`src/rtl/srp_pkg.sv`:
```
// package: register map, field positions, reset values for service request status
package srp_pkg;
  // printed offsets are not multiples of four: they are indices, byte address is 4x
  localparam logic [7:0]  PAR_STATUS_IDX   = 8'h61;
  localparam logic [7:0]  MDM_STATUS_IDX   = 8'h69;
  localparam logic [7:0]  CHAN_ACCESS_IDX  = 8'h68;
  localparam logic [7:0]  CTRL_IDX         = 8'h7A;
  localparam logic [7:0]  IRQ_STATUS_IDX   = 8'h7B;
  localparam logic [7:0]  IRQ_MASK_IDX     = 8'h7C;
  localparam logic [7:0]  EOS_IDX          = 8'h60;
  // field positions
  localparam int          REQ_BIT          = 7;
  localparam int          BUSY_BIT         = 6;
  localparam int          HOLD_BIT         = 5;
  localparam int          PORT_SRC_BIT     = 6;
  localparam int          PIPE_SRC_BIT     = 5;
  localparam int          CTRL_FAIR_DIS    = 0;
  localparam int          CTRL_POLL_MODE   = 1;
  localparam int          CTRL_PAR_IEN     = 4;
  // reset values
  localparam logic [7:0]  MDM_STATUS_RST   = 8'h08;
  localparam logic [7:0]  PAR_STATUS_RST   = 8'h00;
  localparam logic [2:0]  MDM_CONTEXT      = 3'h2;
  localparam logic [7:0]  CTRL_RST         = 8'h00;
  localparam logic [3:0]  IRQ_RST          = 4'h0;
  // interrupt status bit positions
  localparam int          IRQ_MDM_REQ      = 0;
  localparam int          IRQ_PAR_REQ      = 1;
  localparam int          IRQ_MDM_END      = 2;
  localparam int          IRQ_PAR_END      = 3;
  // ahb constants
  localparam logic [1:0]  HTRANS_NONSEQ    = 2'h2;
  localparam logic [2:0]  HSIZE_WORD       = 3'h2;
endpackage

```
`src/rtl/srp_top.sv`:
```
// service request status logic for modem and parallel request types
`timescale 1ns/10ps
`default_nettype none
module srp_top (
  input  wire logic        clk_i,              // 50 MHz system clock
  input  wire logic        rst_n_i,            // synchronous reset, active low
  // ahb-lite slave
  input  wire logic        hsel_i,             // slave select
  input  wire logic [31:0] haddr_i,            // byte address
  input  wire logic [1:0]  htrans_i,           // transfer type
  input  wire logic        hwrite_i,           // write when high
  input  wire logic [2:0]  hsize_i,            // transfer size
  input  wire logic [31:0] hwdata_i,           // write data
  input  wire logic        hready_i,           // bus ready
  output logic      [31:0] hrdata_o,           // read data
  output logic             hreadyout_o,        // slave ready
  output logic             hresp_o,            // always okay
  // internal processor requests
  input  wire logic        mdm_req_i,          // modem service wanted
  input  wire logic [1:0]  mdm_chan_i,         // channel wanting modem service
  input  wire logic        port_src_i,         // control machine wants service
  input  wire logic        pipe_src_i,         // data pipeline wants service
  // pins
  input  wire logic        service_acknowledge_pin_n_i, // hardware ack, active low
  output logic             service_request_pin_n_o,     // modem request, active low
  output logic             parallel_request_pin_n_o,    // parallel request, active low
  output logic      [1:0]  serviced_channel_o,          // channel selected for service
  output logic             irq_o                        // level interrupt
);
  typedef struct packed {
    logic       mdm_req;       // modem request latch
    logic       mdm_busy;      // modem cycle in progress
    logic       mdm_hold;      // modem fairness hold
    logic [1:0] mdm_chan;      // requesting channel
    logic       par_req;       // parallel request latch
    logic       par_busy;      // parallel cycle in progress
    logic       par_hold;      // parallel fairness hold
    logic [1:0] par_src;       // port, pipeline sources
    logic [7:0] chan_access;   // channel access register
    logic [7:0] ctrl;          // control bits
    logic [3:0] mask;          // interrupt mask
    logic       dph;           // data phase pending
    logic       dwr;           // pending is a write
    logic [7:0] didx;          // pending register index
    logic [31:0] rdata;        // read data register
  } srp_state_t;
  srp_state_t st;
  srp_state_t next_st;
  logic       ack_rise;        // ack pin fell
  logic [3:0] irq_status;      // sticky events
  logic [3:0] irq_event;       // event pulses
  logic [3:0] irq_clear;       // clear strobes
  logic [7:0] mdm_status;      // assembled modem status
  logic [7:0] par_status;      // assembled parallel status
  logic       addr_ok;         // address phase accepted
  logic       wr_now;          // write data present
  logic [7:0] wbyte;           // written byte
  logic       fair_dis;        // fairness disable
  logic       poll;            // poll mode
  // detect assertion of active-low ack
  srp_edge u_ack (
    .clk_i   (clk_i),
    .rst_n_i (rst_n_i),
    .level_i (~service_acknowledge_pin_n_i),
    .rise_o  (ack_rise)
  );
  // interrupt collector
  srp_irq u_irq (
    .clk_i    (clk_i),
    .rst_n_i  (rst_n_i),
    .event_i  (irq_event),
    .clear_i  (irq_clear),
    .mask_i   (st.mask),
    .status_o (irq_status),
    .irq_o    (irq_o)
  );
  assign fair_dis = st.ctrl[srp_pkg::CTRL_FAIR_DIS];
  assign poll     = st.ctrl[srp_pkg::CTRL_POLL_MODE];
  // status read images
  always_comb begin
    mdm_status = {st.mdm_req, st.mdm_busy, st.mdm_hold, srp_pkg::MDM_CONTEXT, st.mdm_chan};
    par_status = {st.par_req, st.par_src, 5'h00};
  end
  assign addr_ok = hsel_i & hready_i & (htrans_i == srp_pkg::HTRANS_NONSEQ)
                 & (hsize_i == srp_pkg::HSIZE_WORD);
  assign wr_now  = st.dph & st.dwr;
  assign wbyte   = hwdata_i[7:0];
  // main next-state logic
  always_comb begin
    next_st   = st;
    irq_event = 4'h0;
    irq_clear = 4'h0;
    next_st.dph = 1'b0;
    // capture address phase
    if (addr_ok) begin
      next_st.dph  = 1'b1;
      next_st.dwr  = hwrite_i;
      next_st.didx = haddr_i[9:2];
      // read data prepared for the data phase
      unique case (haddr_i[9:2])
        srp_pkg::MDM_STATUS_IDX:  next_st.rdata = {24'h000000, mdm_status};
        srp_pkg::PAR_STATUS_IDX:  next_st.rdata = {24'h000000, par_status};
        srp_pkg::CHAN_ACCESS_IDX: next_st.rdata = {24'h000000, st.chan_access};
        srp_pkg::CTRL_IDX:        next_st.rdata = {24'h000000, st.ctrl};
        srp_pkg::IRQ_STATUS_IDX:  next_st.rdata = {28'h0000000, irq_status};
        srp_pkg::IRQ_MASK_IDX:    next_st.rdata = {28'h0000000, st.mask};
        default:                  next_st.rdata = 32'h00000000;
      endcase
    end
    // hardware acknowledge clears the pending modem or parallel request and sets its hold, else releases both holds
    if (ack_rise) begin
      if (st.mdm_req) begin
        next_st.mdm_req  = 1'b0;
        next_st.mdm_hold = 1'b1;
      end else if (st.par_req) begin
        next_st.par_req  = 1'b0;
        next_st.par_hold = 1'b1;
      end else begin
        next_st.mdm_hold = 1'b0;
        next_st.par_hold = 1'b0;
      end
    end
    // register writes
    if (wr_now) begin
      unique case (st.didx)
        srp_pkg::MDM_STATUS_IDX: begin
          if (!wbyte[srp_pkg::BUSY_BIT] && st.mdm_busy) irq_event[srp_pkg::IRQ_MDM_END] = 1'b1;
          next_st.mdm_busy = st.mdm_busy & wbyte[srp_pkg::BUSY_BIT];
          next_st.mdm_req  = st.mdm_req & wbyte[srp_pkg::REQ_BIT];
        end
        srp_pkg::PAR_STATUS_IDX: begin
          if (!wbyte[srp_pkg::REQ_BIT] && st.par_busy) irq_event[srp_pkg::IRQ_PAR_END] = 1'b1;
          next_st.par_req  = st.par_req & wbyte[srp_pkg::REQ_BIT];
          next_st.par_busy = st.par_busy & wbyte[srp_pkg::REQ_BIT];
        end
        srp_pkg::CHAN_ACCESS_IDX: begin
          next_st.chan_access = wbyte;
        end
        srp_pkg::CTRL_IDX: begin
          if (wbyte[srp_pkg::CTRL_PAR_IEN] != st.ctrl[srp_pkg::CTRL_PAR_IEN]) begin
            next_st.par_req = 1'b0;
          end
          next_st.ctrl = wbyte;
        end
        srp_pkg::EOS_IDX: begin
          if (st.mdm_busy) begin
            next_st.mdm_busy = 1'b0;
            irq_event[srp_pkg::IRQ_MDM_END] = 1'b1;
          end else if (st.par_busy) begin
            next_st.par_busy = 1'b0;
            irq_event[srp_pkg::IRQ_PAR_END] = 1'b1;
          end
        end
        srp_pkg::IRQ_STATUS_IDX: irq_clear = wbyte[3:0];
        srp_pkg::IRQ_MASK_IDX:   next_st.mask = wbyte[3:0];
        default: ;
      endcase
    end
    // raise modem request only when idle
    if (mdm_req_i && !st.mdm_busy && !st.mdm_req && !(st.mdm_hold && !poll)) begin
      next_st.mdm_req  = 1'b1;
      next_st.mdm_busy = 1'b1;
      next_st.mdm_chan = mdm_chan_i;
      irq_event[srp_pkg::IRQ_MDM_REQ] = 1'b1;
    end
    if ((port_src_i || pipe_src_i) && !st.par_busy && !st.par_req
        && !(st.par_hold && !poll)) begin
      next_st.par_req  = 1'b1;
      next_st.par_busy = 1'b1;
      next_st.par_src  = {port_src_i, pipe_src_i};
      irq_event[srp_pkg::IRQ_PAR_REQ] = 1'b1;
    end
    if (fair_dis || poll) begin
      next_st.mdm_hold = 1'b0;
      next_st.par_hold = 1'b0;
    end
  end
  // state register
  always_ff @(posedge clk_i) begin
    if (!rst_n_i) begin
      st      <= '0;
      st.ctrl <= srp_pkg::CTRL_RST;
    end else begin
      st <= next_st;
    end
  end
  assign service_request_pin_n_o  = ~st.mdm_req;
  assign parallel_request_pin_n_o = ~st.par_req;
  assign serviced_channel_o       = st.chan_access[1:0];
  assign hrdata_o    = st.rdata;
  assign hreadyout_o = 1'b1;
  assign hresp_o     = 1'b0;
endmodule
`default_nettype wire

```
`src/rtl/srp_edge.sv`:
```
// rising edge detector for a synchronous level
`timescale 1ns/10ps
`default_nettype none
module srp_edge (
  input  wire logic clk_i,     // system clock
  input  wire logic rst_n_i,   // synchronous reset, active low
  input  wire logic level_i,   // level to watch
  output logic      rise_o     // one-cycle pulse on a rise
);
  typedef struct packed {
    logic prev;                // level one cycle ago
  } srp_edge_state_t;
  srp_edge_state_t st;
  srp_edge_state_t next_st;
  // next state is just the level
  always_comb begin
    next_st      = st;
    next_st.prev = level_i;
  end
  // register
  always_ff @(posedge clk_i) begin
    if (!rst_n_i) begin
      st <= '0;
    end else begin
      st <= next_st;
    end
  end
  assign rise_o = level_i & ~st.prev;
endmodule
`default_nettype wire

```
`src/rtl/srp_irq.sv`:
```
// sticky event bits, write-one-to-clear, masked onto one level interrupt
`timescale 1ns/10ps
`default_nettype none
module srp_irq (
  input  wire logic       clk_i,       // system clock
  input  wire logic       rst_n_i,     // synchronous reset, active low
  input  wire logic [3:0] event_i,     // one-cycle event pulses
  input  wire logic [3:0] clear_i,     // write-one-to-clear strobes
  input  wire logic [3:0] mask_i,      // enable per bit
  output logic      [3:0] status_o,    // sticky bits
  output logic            irq_o        // level interrupt
);
  typedef struct packed {
    logic [3:0] status;                // sticky event bits
  } srp_irq_state_t;
  srp_irq_state_t st;
  srp_irq_state_t next_st;
  // set wins over clear
  always_comb begin
    next_st        = st;
    next_st.status = (st.status & ~clear_i) | event_i;
  end
  // register
  always_ff @(posedge clk_i) begin
    if (!rst_n_i) begin
      st.status <= srp_pkg::IRQ_RST;
    end else begin
      st <= next_st;
    end
  end
  assign status_o = st.status;
  assign irq_o    = |(st.status & mask_i);
endmodule
`default_nettype wire

```
`config.mk`:
```
export PLATFORM = sky130hd
export DESIGN_NAME = srp_top
export DESIGN_NICKNAME = d
export VERILOG_FILES = /design/src/rtl/srp_pkg.sv /design/src/rtl/srp_top.sv /design/src/rtl/srp_edge.sv /design/src/rtl/srp_irq.sv
export SDC_FILE = /design/constraint.sdc
export NUM_CORES = 1
export LEC_CHECK = 0
export BUFFER_PORTS_ARGS = -buffer_cell sky130_fd_sc_hd__buf_4
export CAP_MARGIN = 20
export CORE_MARGIN = 2
export CORE_UTILIZATION = 44
export CTS_CLUSTER_DIAMETER = 50
export CTS_CLUSTER_SIZE = 14
export DETAILED_ROUTE_END_ITERATION = 6
export GPL_TIMING_DRIVEN = 1
export PLACE_DENSITY_LB_ADDON = 0.1
export SYNTH_ARGS = -nofsm -noshare
export SYNTH_HDL_FRONTEND = slang
export SYNTH_HIERARCHICAL = 1
export SYNTH_SLANG_ARGS = --single-unit
export TNS_END_PERCENT = 1
```
`constraint.sdc`:
```
create_clock -name clk_i -period 1.9 [get_ports clk_i]
set_input_delay 0.19 -clock clk_i [delete_from_list [all_inputs] [get_ports clk_i]]
set_output_delay 0.19 -clock clk_i [all_outputs]
set_load 0.02 [all_outputs]
```
==> run summary <==
Global routing used 18.8% of the available tracks across all layers. The fmax is roughly 0.55 GHz. The worst setup path is launched from a flop. The highest cell delay on the worst timing path came out at 0.43 ns. The area of the die came out at 0.00728 mm^2. The relative area change from synthesis to final layout came out at 12.9%. The post-synthesis instance area is 0.00291 mm^2.

In this run the worst hold path is classified as in2reg. The overall via count from detail_route is around 2,300. The post-detailed-routing wire length came out at approximately 6600 um. The worst-case headroom to the max-slew limit came out at 60.9%. The final HPWL from detailed placement is ~4800 um. Across the run, the number of max-cap violations was 0. In the post-route analysis, the smallest setup slack over all paths is 0.0798 ns. Synthesis produced a netlist whose cell count is between 300 and 400. On the critical path, the stage with the largest delay is an instance of sky130_fd_sc_hd__or3_4. The static leakage came out at between 0.001 and 0.0015 uW. The fraction of post-synthesis cell area in the top cell type by area is 36.5%. The number of buffers added by the clock tree synthesis step is 5.

The post-CTS repair timing setup buffer count came out at 0. The pin slew with the least headroom to its limit came out at 0.586 ns. In the synthesized netlist the dominant register cell turns out to be sky130_fd_sc_hd__dfxtp_1. In the synthesized netlist, the cells that appear most often are 53 x sky130_fd_sc_hd__dfxtp_1, 36 x sky130_fd_sc_hd__buf_4, 32 x sky130_fd_sc_hd__mux2i_1. The path with the worst hold slack has its endpoint at mdm_status[1]$_SDFFE_PN0P_. The Yosys step of the flow raised 6 warnings. The core region is 0.00639 mm^2. The power per cell area came out at 703 mW/mm^2.

CTS built an H-tree with a depth of 2. The length in cells of the worst reg-to-reg path came out at 4. In the routed layout, each cell is associated on average with a via count of 5.20.

The number of enable-type register cells in the synthesized netlist came out at 0. The fraction of final layout cells sized beyond drive strength 1 came out at 20.2%. The number of DRC violations after detailed-routing iteration 0 is between 150 and 200. The total power draw came out at between 2000 and 2500 uW.

0 antenna diodes ended up in the layout. After layout, the minimum clock period comes to ~1.8 ns. The slack of the worst reg-to-reg path is 0.08 ns. The share of flip-flops with an asynchronous set or reset after synthesis came out at 0%. Adding up every negative setup slack in the final design gives 0 ns. The top cell type by total area after synthesis is sky130_fd_sc_hd__dfxtp_1. TritonCTS built the clock tree. After layout, the worst path uses 95.8% of the clock period. Traced cell by cell, the critical path runs through or3_1 -> or3_4 -> or3b_1 -> a22o_1.

For the worst-skew pair, the clock arrives at the later sink with an insertion delay of 0.31 ns. The largest fanout of any net on the critical path is 6. The global-route track usage on met1 came out at 26.5%. The wire length of the first global-routing pass is about 11,000 um. For this run, design rule violations remaining after detail routing come to 0. Global routing used around 30% of the available met2 tracks. The clock passes through at most 2 buffers. The row count came out at 29. STA puts the critical path data arrival time at approximately 2.0 ns.

Buffers inserted to repair hold after CTS numbered 0. The remaining global-route overflow came out at 0. The sequential element share of the synthesized area came out at about 36%. The first detailed-routing pass took 4 iterations. The end of the worst register-to-register path is par_status[7]$_SDFF_PN0_. In the global route stage, met3 resource usage came out at 3.02%. The type of the worst setup path is reg2reg. The number of global-route vias before repair was 2,167. The total count of hold-check failures in the final report is 0. The worst hold path depth is 3. The hold path startpoint is mdm_chan_i[1]. The count of buffers added on input and output ports is between 40 and 50.

119 I/O pins were placed. In this run the clock root is driven by a sky130_fd_sc_hd__clkbuf_8. For the final database, setup skew stands at 0.00641 ns.

The count of unique library cells instantiated by Yosys came out at 48. The run finished with clean final reports. Setup repair after global routing left no endpoint under its margin. The most common cell in the synthesized netlist is sky130_fd_sc_hd__dfxtp_1. In the final design database the tool counted 445 nets. The initial antenna violation count is 0. The global routing stage identified its most utilized layer as met2.

The final weighted congestion in routability-driven placement is 0.802. The pin count of the biggest net entering global routing is 56. The die width came out at roughly 85 um.

By area the synthesized netlist is led by sky130_fd_sc_hd__dfxtp_1 36%, sky130_fd_sc_hd__mux2i_1 11%, sky130_fd_sc_hd__buf_4 9.3%, sky130_fd_sc_hd__nor2b_1 6.5%, sky130_fd_sc_hd__nand2_1 3.9%. The average wire length per cell after detail routing is 14.9 um. The residual antenna-violating net count after detailed routing is 0. The maximum VDD drop came out at between 0.4 and 0.5 mV. The number of pins with negative max-slew slack in the final report came out at 0. The tightest hold path in the finished design has a slack of 0.129 ns. After clock tree synthesis, the clock-pin slew on the worst setup and hold paths is 0.10 ns. The element type at the critical path end is a flop. Clock tree synthesis found a total of 53 sinks.

The die is 85.3 um tall. The final count of negative-setup-slack endpoints came out at 0. The flop and latch count out of synthesis came out at 53.

The pre-CTS worst setup slack came out at -0.0157 ns. The effective utilization at floorplan is 45.5%. The required time reported for the critical path endpoint came out at ~2.1 ns. In this run the critical register-to-register path is launched from st[33]$_SDFFE_PN0P_. The average instance area after synthesis came out at 8.63 um^2.
[power breakdown]
part	internal, uW	leakage, uW	switching (uW)
combinational	142	0.000790	178
sequential	1140	0.000430	33.2
clock	403	0.0000591	406
[metrics by stage]
stage	cells	area, um^2	util, %
floorplan	361	3000	-
global placement	435	3150	49.4
detailed placement	435	3150	49.4
CTS	443	3280	51.3
global route	443	3280	51.4
finish	443	3280	51.4
[per-layer routing]
metal | up-vias | wire length (um)
li1 | 1155 | -
met1 | 1088 | 3110
met2 | 51 | 3170
met3 | 9 | 247
met4 | 0 | 94
met5 | - | 0
[worst max path at each step]
stage | from | to | slack (ns) | cells after the start
after floorplan | st[33]$_SDFFE_PN0P_ | par_status[7]$_SDFF_PN0_ | 0.08 | 5
after global placement | st[33]$_SDFFE_PN0P_ | u_irq/status_o[3]$_SDFF_PN0_ | 0.006 | 4
after detailed placement | st[33]$_SDFFE_PN0P_ | u_irq/status_o[3]$_SDFF_PN0_ | -0.02 | 4
after CTS | st[33]$_SDFFE_PN0P_ | par_status[7]$_SDFF_PN0_ | 0.009 | 4
after global routing | st[33]$_SDFFE_PN0P_ | par_status[7]$_SDFF_PN0_ | 0.03 | 4
final | st[33]$_SDFFE_PN0P_ | par_status[7]$_SDFF_PN0_ | 0.08 | 4
[timing repair]
action,4_1_cts,5_1_grt
setup endpoints to repair,1,2
resized for setup,1,1
pin swaps,0,0
cloned,0,0
[flip-flops by register name, summed over array words and instances (netlist names)]
| register | flops |
|---|---|
| par_status | 3 |
| st | 28 |
| poll | 1 |
| u_irq/status_o | 4 |
| mdm_status | 5 |
| fair_dis | 1 |
| hrdata_o | 8 |
| u_ack/st | 1 |
| serviced_channel_o | 2 |
[final cells by class]
type                    count  area (um^2)
fillers                   629         3100
multi-input cells         241         1570
flip-flops and latches     53         1060
repair buffers             53          398
well taps                  77         96.3
clock buffers               5         68.8
clock inverters             3         47.5
inverters                  11         41.3
[critical path, delay by kind of cell (launching register included)]
kind,cells,cell delay [ns]
AO/OA/AOI/OAI,1,0.20
AND/OR/NAND/NOR,3,1.20
flip-flops,1,0.32
[cells in the final DEF, fill, tap and decap left out, types with 6 or more instances in the layout]
| master | synthesis | layout |
|---|---|---|
| sky130_fd_sc_hd__a21boi_0 | 10 | 10 |
| sky130_fd_sc_hd__buf_4 | 36 | 53 |
| sky130_fd_sc_hd__nor2b_1 | 30 | 30 |
| sky130_fd_sc_hd__and2_1 | 6 | 6 |
| sky130_fd_sc_hd__nor3_1 | 7 | 6 |
| sky130_fd_sc_hd__a21oi_1 | 12 | 12 |
| sky130_fd_sc_hd__nor2_1 | 9 | 9 |
| sky130_fd_sc_hd__inv_1 | 11 | 11 |
| sky130_fd_sc_hd__o21ai_0 | 14 | 14 |
| sky130_fd_sc_hd__mux2i_1 | 32 | 32 |
| sky130_fd_sc_hd__nand2_1 | 30 | 30 |
| sky130_fd_sc_hd__dfxtp_1 | 53 | 53 |
| sky130_fd_sc_hd__conb_1 | 2 | 26 |
[cell families (layout without fill, tap and decap cells)]
| logic type | after synthesis | after routing | share of synthesized area, % |
|---|---|---|---|
| simple gates | 120 | 120 | 23.9 |
| buf+inv | 67 | 72 | 13.4 |
| compound gates | 61 | 61 | 14.2 |
| flops | 53 | 53 | 36.5 |
| mux | 33 | 33 | 11.4 |
| other cells | 2 | 26 | 0.258 |
| xor+xnor | 1 | 1 | 0.301 |
No activity file was read; power rests on OpenSTA's default activity.
